===== src/core/tad_cfg.svh =====
/*
 * register offsets, field positions, reset values and timing counts of the
 * transient acceleration event detector.
 * assumes: included by bare name from the top module of this block only.
 */
`ifndef TAD_CFG_SVH
`define TAD_CFG_SVH

// ****************************************************************
// register offsets
// ****************************************************************
`define TAD_ADDR_CONFIG        8'h1D
`define TAD_ADDR_SOURCE        8'h1E
`define TAD_ADDR_THRESHOLD     8'h1F
`define TAD_ADDR_DEBOUNCE      8'h20

// ****************************************************************
// field positions and reset values
// ****************************************************************
`define TAD_CFG_BYPASS_BIT     0
`define TAD_CFG_X_EN_BIT       1
`define TAD_CFG_Y_EN_BIT       2
`define TAD_CFG_Z_EN_BIT       3
`define TAD_CFG_LATCH_BIT      4
`define TAD_CFG_WRITE_MASK     8'h1F
`define TAD_SRC_X_POL_BIT      0
`define TAD_SRC_X_EV_BIT       1
`define TAD_SRC_Y_POL_BIT      2
`define TAD_SRC_Y_EV_BIT       3
`define TAD_SRC_Z_POL_BIT      4
`define TAD_SRC_Z_EV_BIT       5
`define TAD_SRC_ACTIVE_BIT     6
`define TAD_THR_MODE_BIT       7
`define TAD_REG_RESET          8'h00
`define TAD_THR_LOW_NOISE_MAX  7'h3F

// ****************************************************************
// timing
// ****************************************************************
`define TAD_CLK_PERIOD_NS      4
`define TAD_STEP_BASE_NS       1250000
`define TAD_STEP_BASE_CYCLES   (`TAD_STEP_BASE_NS / `TAD_CLK_PERIOD_NS)

`endif


===== src/core/tad_pkg.sv =====
/*
 * types of the transient acceleration event detector.
 * assumes: tad_cfg.svh on the include path.
 */
`default_nettype none
package tad_pkg;
    typedef enum logic [1:0] {
        TAD_OS_NORMAL                   = 2'h0,
        TAD_OS_LOW_POWER_LOW_NOISE_MODE = 2'h1,
        TAD_OS_FINE_RESOLUTION_MODE     = 2'h2,
        TAD_OS_LOW_POWER_MODE           = 2'h3
    } tad_os_mode_t;
    typedef logic [7:0]        tad_byte_t;
    typedef logic signed [11:0] tad_sample_t;
endpackage
`default_nettype wire


===== src/core/tad_if.sv =====
/*
 * carrier between the register side and the debounce counters.
 * assumes: both ends on the same clock.
 */
`timescale 1ns/100ps
`default_nettype none
interface tad_if;
    logic            step;
    logic [2:0]      cond;
    logic [7:0]      count;
    logic            clear_mode;
    logic [2:0]      hit;
    modport ctl (output step, output cond, output count, output clear_mode, input hit);
    modport dbn (input step, input cond, input count, input clear_mode, output hit);
endinterface
`default_nettype wire


===== src/core/tad_debounce.sv =====
/*
 * three per-axis debounce counters stepped by the debounce time base.
 * assumes: step is a one-cycle pulse; cond and count steady around it.
 */
`timescale 1ns/100ps
`default_nettype none
module tad_debounce
    import tad_pkg::*;
(
    input wire logic clk,
    input wire logic resetn,
    tad_if.dbn       bus
);
    logic [7:0] cnt_ff [3];

    function automatic logic [7:0] nxt_count(input logic [7:0] cnt, input logic [7:0] lim,
                                             input logic cond, input logic clr);
        if (cond) begin
            nxt_count = (cnt >= lim) ? lim : cnt + 8'h01;
        end else if (clr) begin
            nxt_count = 8'h00;
        end else begin
            nxt_count = (cnt == 8'h00) ? 8'h00 : cnt - 8'h01;
        end
    endfunction

    // ****************************************************************
    // counters and hit levels
    // ****************************************************************
    always_ff @(posedge clk) begin
        if (!resetn) begin
            for (int i = 0; i < 3; i++) begin
                cnt_ff[i] <= 8'h00;
            end
            bus.hit <= 3'h0;
        end else if (bus.step) begin
            for (int i = 0; i < 3; i++) begin
                cnt_ff[i] <= nxt_count(cnt_ff[i], bus.count, bus.cond[i], bus.clear_mode);
                bus.hit[i] <= bus.cond[i] && (nxt_count(cnt_ff[i], bus.count, bus.cond[i], bus.clear_mode) >= bus.count);
            end
        end
    end
endmodule
`default_nettype wire


===== src/core/tad_top.sv =====
/*
 * transient acceleration event detector: register file, sample capture,
 * threshold compare, debounce time base and event source register.
 * assumes: register strobes on clk; sample_clk is foreign and the axis
 * buses hold steady for a whole sample period around its rising edge.
 */
`timescale 1ns/100ps
`default_nettype none
`include "tad_cfg.svh"
module tad_top
    import tad_pkg::*;
#(
    parameter int STEP_BASE_CYCLES = `TAD_STEP_BASE_CYCLES
)(
    input  wire logic          clk,
    input  wire logic          resetn,
    input  wire logic [7:0]    reg_addr,
    input  wire logic          reg_wr_en,
    input  wire logic          reg_rd_en,
    input  wire logic [7:0]    reg_wdata,
    output var  logic [7:0]    reg_rdata_ff,
    input  wire logic          sample_clk,
    input  wire tad_sample_t   hpf_x,
    input  wire tad_sample_t   hpf_y,
    input  wire tad_sample_t   hpf_z,
    input  wire tad_sample_t   raw_x,
    input  wire tad_sample_t   raw_y,
    input  wire tad_sample_t   raw_z,
    input  wire logic [2:0]    output_sample_rate,
    input  wire tad_os_mode_t  oversample_mode,
    input  wire logic          low_noise,
    input  wire logic          irq_enable,
    output var  logic          transient_irq_ff
);
    tad_if dbus ();

    tad_byte_t   config_ff;
    tad_byte_t   source_ff;
    tad_byte_t   threshold_ff;
    tad_byte_t   count_ff;
    logic [2:0]  smp_sync_ff;
    logic        smp_level_ff;
    logic        smp_edge;
    tad_sample_t sel_ff [3];
    logic [31:0] step_cnt_ff;
    logic [31:0] step_last;
    logic        step_ff;
    logic [6:0]  thr_eff;
    logic [2:0]  cond;
    logic [2:0]  axis_en;
    logic [2:0]  hit_prev_ff;
    logic [2:0]  new_hit;
    logic        src_read;
    tad_byte_t   nxt_source;

    // ****************************************************************
    // helpers
    // ****************************************************************
    function automatic logic [7:0] mag_units(input tad_sample_t s);
        logic [11:0] mag;
        mag = s[11] ? 12'(-s) : 12'(s);
        if (s == 12'sh800) begin
            mag = 12'hFFF;
        end
        mag_units = mag[11:4];
    endfunction

    function automatic logic [7:0] step_mult(input logic [2:0] rate, input tad_os_mode_t mode);
        logic [7:0] m;
        m = 8'h01 << rate;
        unique case (mode)
            TAD_OS_NORMAL: begin
                step_mult = (rate > 3'h4) ? 8'h10 : m;
            end
            TAD_OS_LOW_POWER_LOW_NOISE_MODE: begin
                step_mult = (rate > 3'h4) ? 8'h40 : m;
            end
            TAD_OS_FINE_RESOLUTION_MODE: begin
                step_mult = (rate == 3'h0) ? 8'h01 : 8'h02;
            end
            TAD_OS_LOW_POWER_MODE: begin
                step_mult = (rate == 3'h5) ? 8'h40 : ((rate > 3'h5) ? 8'h80 : m);
            end
        endcase
    endfunction

    // ****************************************************************
    // register writes
    // ****************************************************************
    always_ff @(posedge clk) begin
        if (!resetn) begin
            config_ff <= `TAD_REG_RESET;
        end else if (reg_wr_en && reg_addr == `TAD_ADDR_CONFIG) begin
            config_ff <= reg_wdata & `TAD_CFG_WRITE_MASK;
        end
    end

    always_ff @(posedge clk) begin
        if (!resetn) begin
            threshold_ff <= `TAD_REG_RESET;
        end else if (reg_wr_en && reg_addr == `TAD_ADDR_THRESHOLD) begin
            threshold_ff <= reg_wdata;
        end
    end

    always_ff @(posedge clk) begin
        if (!resetn) begin
            count_ff <= `TAD_REG_RESET;
        end else if (reg_wr_en && reg_addr == `TAD_ADDR_DEBOUNCE) begin
            count_ff <= reg_wdata;
        end
    end

    // ****************************************************************
    // register reads
    // ****************************************************************
    assign src_read = reg_rd_en && reg_addr == `TAD_ADDR_SOURCE;

    always_ff @(posedge clk) begin
        if (!resetn) begin
            reg_rdata_ff <= 8'h00;
        end else if (reg_rd_en) begin
            unique case (reg_addr)
                `TAD_ADDR_CONFIG:    reg_rdata_ff <= config_ff & `TAD_CFG_WRITE_MASK;
                `TAD_ADDR_SOURCE:    reg_rdata_ff <= {1'b0, source_ff[6:0]};
                `TAD_ADDR_THRESHOLD: reg_rdata_ff <= threshold_ff;
                `TAD_ADDR_DEBOUNCE:  reg_rdata_ff <= count_ff;
                default:             reg_rdata_ff <= 8'h00;
            endcase
        end
    end

    // ****************************************************************
    // sample clock synchroniser and capture
    // ****************************************************************
    always_ff @(posedge clk) begin
        if (!resetn) begin
            smp_sync_ff <= 3'h0;
        end else begin
            smp_sync_ff <= {smp_sync_ff[1:0], sample_clk};
        end
    end

    always_ff @(posedge clk) begin
        if (!resetn) begin
            smp_level_ff <= 1'b0;
        end else if (smp_sync_ff[1] == smp_sync_ff[2]) begin
            smp_level_ff <= smp_sync_ff[2];
        end
    end

    assign smp_edge = (smp_sync_ff[1] == smp_sync_ff[2]) && smp_sync_ff[2] && !smp_level_ff;

    always_ff @(posedge clk) begin
        if (!resetn) begin
            for (int i = 0; i < 3; i++) begin
                sel_ff[i] <= 12'sh000;
            end
        end else if (smp_edge) begin
            sel_ff[0] <= config_ff[`TAD_CFG_BYPASS_BIT] ? raw_x : hpf_x;
            sel_ff[1] <= config_ff[`TAD_CFG_BYPASS_BIT] ? raw_y : hpf_y;
            sel_ff[2] <= config_ff[`TAD_CFG_BYPASS_BIT] ? raw_z : hpf_z;
        end
    end

    // ****************************************************************
    // threshold compare
    // ****************************************************************
    always_comb begin
        thr_eff = threshold_ff[6:0];
        if (low_noise && thr_eff > `TAD_THR_LOW_NOISE_MAX) begin
            thr_eff = `TAD_THR_LOW_NOISE_MAX;
        end
    end

    always_comb begin
        for (int i = 0; i < 3; i++) begin
            cond[i] = mag_units(sel_ff[i]) > {1'b0, thr_eff};
        end
    end

    // ****************************************************************
    // debounce time base
    // ****************************************************************
    assign step_last = 32'(STEP_BASE_CYCLES) * {24'h0, step_mult(output_sample_rate, oversample_mode)} - 32'h1;

    always_ff @(posedge clk) begin
        if (!resetn) begin
            step_cnt_ff <= 32'h0;
            step_ff     <= 1'b0;
        end else if (step_cnt_ff >= step_last) begin
            step_cnt_ff <= 32'h0;
            step_ff     <= 1'b1;
        end else begin
            step_cnt_ff <= step_cnt_ff + 32'h1;
            step_ff     <= 1'b0;
        end
    end

    assign dbus.step       = step_ff;
    assign dbus.cond       = cond;
    assign dbus.count      = count_ff;
    assign dbus.clear_mode = threshold_ff[`TAD_THR_MODE_BIT];

    tad_debounce u_debounce (
        .clk    (clk),
        .resetn (resetn),
        .bus    (dbus)
    );

    // ****************************************************************
    // source register
    // ****************************************************************
    assign axis_en = {config_ff[`TAD_CFG_Z_EN_BIT], config_ff[`TAD_CFG_Y_EN_BIT], config_ff[`TAD_CFG_X_EN_BIT]};

    always_ff @(posedge clk) begin
        if (!resetn) begin
            hit_prev_ff <= 3'h0;
        end else begin
            hit_prev_ff <= dbus.hit;
        end
    end

    assign new_hit = dbus.hit & ~hit_prev_ff & axis_en;

    always_comb begin
        nxt_source = src_read ? 8'h00 : source_ff;
        if (config_ff[`TAD_CFG_LATCH_BIT]) begin
            for (int i = 0; i < 3; i++) begin
                if (new_hit[i]) begin
                    nxt_source[2 * i + 1] = 1'b1;
                    nxt_source[2 * i]     = sel_ff[i][11];
                end
            end
        end else begin
            for (int i = 0; i < 3; i++) begin
                nxt_source[2 * i + 1] = dbus.hit[i] & axis_en[i];
                nxt_source[2 * i]     = dbus.hit[i] & axis_en[i] & sel_ff[i][11];
            end
        end
        nxt_source[`TAD_SRC_ACTIVE_BIT] = nxt_source[5] | nxt_source[3] | nxt_source[1];
        nxt_source[7] = 1'b0;
    end

    always_ff @(posedge clk) begin
        if (!resetn) begin
            source_ff <= `TAD_REG_RESET;
        end else begin
            source_ff <= nxt_source;
        end
    end

    always_ff @(posedge clk) begin
        if (!resetn) begin
            transient_irq_ff <= 1'b0;
        end else begin
            transient_irq_ff <= nxt_source[`TAD_SRC_ACTIVE_BIT] & irq_enable;
        end
    end
endmodule
`default_nettype wire


===== config.mk =====
export PLATFORM = sky130hd
export DESIGN_NAME = tad_top
export DESIGN_NICKNAME = d
export VERILOG_FILES = /design/src/core/tad_pkg.sv /design/src/core/tad_if.sv /design/src/core/tad_debounce.sv /design/src/core/tad_top.sv
export VERILOG_INCLUDE_DIRS = /design/src /design/src/core
export SDC_FILE = /design/constraint.sdc
export NUM_CORES = 1
export LEC_CHECK = 0
export BUFFER_PORTS_ARGS = -buffer_cell sky130_fd_sc_hd__buf_4
export CAP_MARGIN = 10
export CORE_AREA = 2 2 206 147
export CTS_CLUSTER_DIAMETER = 100
export DETAILED_ROUTE_END_ITERATION = 12
export DIE_AREA = 0 0 208 149
export GPL_ROUTABILITY_DRIVEN = 0
export PLACE_DENSITY = 0.71
export RECOVER_POWER = 50
export SKIP_LAST_GASP = 1
export SLEW_MARGIN = 20
export SYNTH_ARGS = -nofsm -noshare
export SYNTH_HDL_FRONTEND = slang
export SYNTH_HIERARCHICAL = 1
export SYNTH_SLANG_ARGS = --single-unit

===== constraint.sdc =====
create_clock -name clk -period 7.89 [get_ports clk]
set_input_delay 0 -clock clk [delete_from_list [all_inputs] [get_ports clk]]
set_output_delay 0 -clock clk [all_outputs]
set_load 0.03 [all_outputs]

==> run summary <==
The run finished, with violations left. The checks that failed: capacitance limit, slew limit. Summing over every cut layer, the via total after detailed routing is 11.3k.

The run gives 11.1k as the number of global-route vias before repair. The clock passes through at most 2 buffers. The startpoint identified for the worst register-to-register timing path is sel_ff[0][13]. The post-detailed-route via-to-cell ratio came out at 5.62. The path with the worst hold slack has its endpoint at count_ff[7]. Setup violations remaining at the end of the flow were counted as 0. TritonCTS built the clock tree.

In this run, synthesis produced a sequential element count of 140. The worst slack at placement was 0.663 ns. The layout overhead on the synthesized area works out to 21.4%. Counting every instance in the synthesized netlist gives 1433. The run gives 12600 um2 as the area of the mapped netlist. The number of sinks driven by the clock tree is 140, and the remaining antenna violation count after routing is 0. The final setup TNS is 0 ns, and the cell count of the worst hold path is 2. For the finished layout, the period the worst path requires is 6.83 ns. The total area inside the core boundary comes to 29300 um2. The die is 149 um tall. The number of distinct standard cells referenced by the synthesized netlist is 89. For the maximum number of pins on one net before global-route repair, the log shows 53. The run gives 1917 as the number of nets in the finished design. Capture point of the worst reg-to-reg path: u_debounce/bus.hit[1]. Input and output buffers added on the ports amount to 108. The library cell used most frequently in the layout, excluding fill and tap cells, is ha_1. At the later pin of the worst-skew pair, clock insertion delay measures 0.43 ns. Path type of the worst min-delay path: primary input to flop. In this run, CTS created clock tree buffers numbering 17. The H-tree generated during clock tree synthesis spans 4 levels. Clock skew after layout: 0.0100 ns. IR analysis of the VDD net gives a maximum drop of 0.154 mV.

The critical path contains buffers and inverters numbering 5 combined. For flop-to-flop paths, the worst setup slack is 1.60 ns. Counting flops with a built-in enable in the synthesized netlist gives 60. The worst setup path is launched from a primary input. The cell count of the worst reg-to-reg path works out to 27. The top cell types in the final layout, fill and taps aside, are 180 x ha_1, 122 x nor2_1, 115 x nand2_1.

After detailed routing, the total wire length is 33900 um. Of all flip-flops after synthesis, the portion carrying an async set or reset was 0%. Setup repair after global routing left no endpoint under its margin. Summed over all cells, the static leakage comes to 0.00651 uW. Fmax: 147 MHz. In this design, the critical path's most frequently occurring cell is a21o_1. The tools report the number of maximum-capacitance constraint violations as 1. The first routing iteration left 887 violations.

After layout, the design draws a total of 2200 uW. The run gives 1.06 ns as the worst path setup slack after routing. The run gives 0 as the remaining global-route overflow. The run gives 55300 um as the first-pass GRT wire length.

The largest stage delay on the critical path was 0.54 ns. The worst setup path is captured at a flop. The slowest cell on the critical path was or4_1. The library cell used as clock root buffer was clkbuf_16.

The maximum fanout encountered on the critical timing path was 32; the slew at the pin closest to its max-slew limit was 1.78 ns. The number of max-slew violations in the final report was 14; the required time of the worst setup path was 8.24 ns. 109 I/O pins were placed. The critical path start-end classification was primary input to flop. The first detailed-routing pass took 6 iterations.

The tools report the relative slew slack as -20.1%. Top cell family by delay on the critical path: compound AO/OA/AOI/OAI gates. The initial antenna violation count came out at 0. Share of synthesized area occupied by flip-flops and latches: 27.0%. Once the clock tree was built, the setup fixing pass inserted 0 buffers. For the hold violation total from the final report, the log shows 0. The HPWL after detailed placement is 24400 um. Row generation in the floorplan step produced 53 rows. The die covers 31000 um2.

For this run, design rule violations remaining after detail routing come to 0. The post-route netlist has 10.5% of its cells at a drive strength greater than 1. Yosys printed 6 warnings. 0 antenna diodes ended up in the layout.

In the global route stage, overall resource usage came out at 21.9%. The initial utilization of the core area, before any placement, comes to 43.1%. A synthesized cell averages 8.81 um2. Measured along the x axis, the die boundary spans 208 um.

After clock tree synthesis, the clock-pin slew on the worst setup and hold paths is 0.07 ns. The data arrival time of the critical path is 7.18 ns, and the part of the cycle the worst path needs is 86.5%. The tools report the number of instances resized during post-cts repair as 0. The start point of the worst hold path was resetn.

Power spread over the standard cell area amounts to 144 nW/um2. The leading register cell type out of synthesis is dfxtp_1. In the final routed layout, each cell accounts on average for 16.8 um.
-- report_power, final --
part	switching, uW	total [uW]	internal (uW)
sequential	17.1	783	766
combinational	292	544	252
clock	319	875	556
total	628	2200	1570
-- cells in the mapped netlist, drive strengths merged (15+ instances only) --
library cell | number | area share (%)
a21boi | 26 | 1.5
a21o | 30 | 1.8
a21oi | 66 | 2.6
a31oi | 17 | 0.84
and2 | 23 | 1.2
and3 | 22 | 1.1
clkbuf | 37 | 1.1
dfxtp | 80 | 13
edfxtp | 60 | 14
fa | 18 | 2.9
ha | 180 | 18
inv | 78 | 2.3
mux2i | 44 | 3.5
nand2 | 115 | 3.4
nand2b | 31 | 1.6
nand3 | 75 | 3.0
nand4 | 23 | 1.1
nor2 | 122 | 3.6
nor2b | 26 | 1.3
nor3 | 20 | 0.83
o211ai | 15 | 0.89
o21a | 16 | 0.95
o21ai | 48 | 2.0
xnor2 | 48 | 3.3
xor2 | 57 | 4.0
-- cell type report --
class	instances	area, um2
clock buffers	27	599
clock inverters	5	58.8
fillers	2627	14000
inverters	78	293
multi-input cells	1175	8760
flip-flops and latches	140	3410
well taps	385	482
repair buffers	207	1730
-- registers in the layout, indices dropped and copies added, names as in the netlist, 5 cells and up --
signal and count:
config_ff 5, source_ff 7, count_ff 8, sel_ff 36
u_debounce/cnt_ff 24, threshold_ff 8, reg_rdata_ff 8, step_cnt_ff 32
-- layer usage --
metal	vias to the layer above	wire, um	GRT usage [%]
met3	49	2470	4.78
met1	5347	15500	30.0
met5	-	0	0
li1	5586	-	-
met2	346	15400	35.2
met4	0	535	5.85
-- cell families (layout without fill, tap and decap cells) --
logic type / Yosys count / in the layout / synth area share (%)
adder cells (fa/ha/maj): 198 / 198 / 20.7
AO/OA/AOI/OAI: 292 / 292 / 16.0
other: 1 / 7 / 0.0297
XOR/XNOR: 105 / 105 / 7.29
AND/OR/NAND/NOR: 526 / 526 / 21.4
multiplexers: 47 / 47 / 3.76
buffers and inverters: 124 / 317 / 3.83
flip-flops: 140 / 140 / 27.0
-- what timing repair did --
| item | 4_1_cts | 5_1_grt |
|---|---|---|
| endpoints found under the hold margin | 65 | 0 |
| endpoints found under the setup margin | 0 | 0 |
| hold buffers | 88 | 0 |
-- how the worst max path moves through the flow --
stage / startpoint / endpoint / slack, ns / depth (start not counted)
after floorplan: oversample_mode[1] / step_cnt_ff[15] / 0.98 / 29
after global placement: output_sample_rate[0] / step_cnt_ff[7] / 0.82 / 31
after detailed placement: output_sample_rate[0] / step_cnt_ff[6] / 0.66 / 31
after CTS: output_sample_rate[0] / step_cnt_ff[26] / 1.06 / 31
after global routing: output_sample_rate[1] / step_cnt_ff[11] / 0.56 / 32
final: output_sample_rate[1] / step_cnt_ff[26] / 1.06 / 32
-- per-stage QoR --
stage	utilization (%)	std cells	hold slack [ns]	area [um2]
after global placement	47.2	1896	0.204	13800
after detailed placement	47.2	1896	0.205	13800
after CTS	52.4	2016	0.0504	15400
after global routing	52.3	2017	0.0563	15300
after floorplan	-	1439	0.122	12600
final	52.3	2017	0.0545	15300
Note: power is estimated with default switching activity, not from simulation.
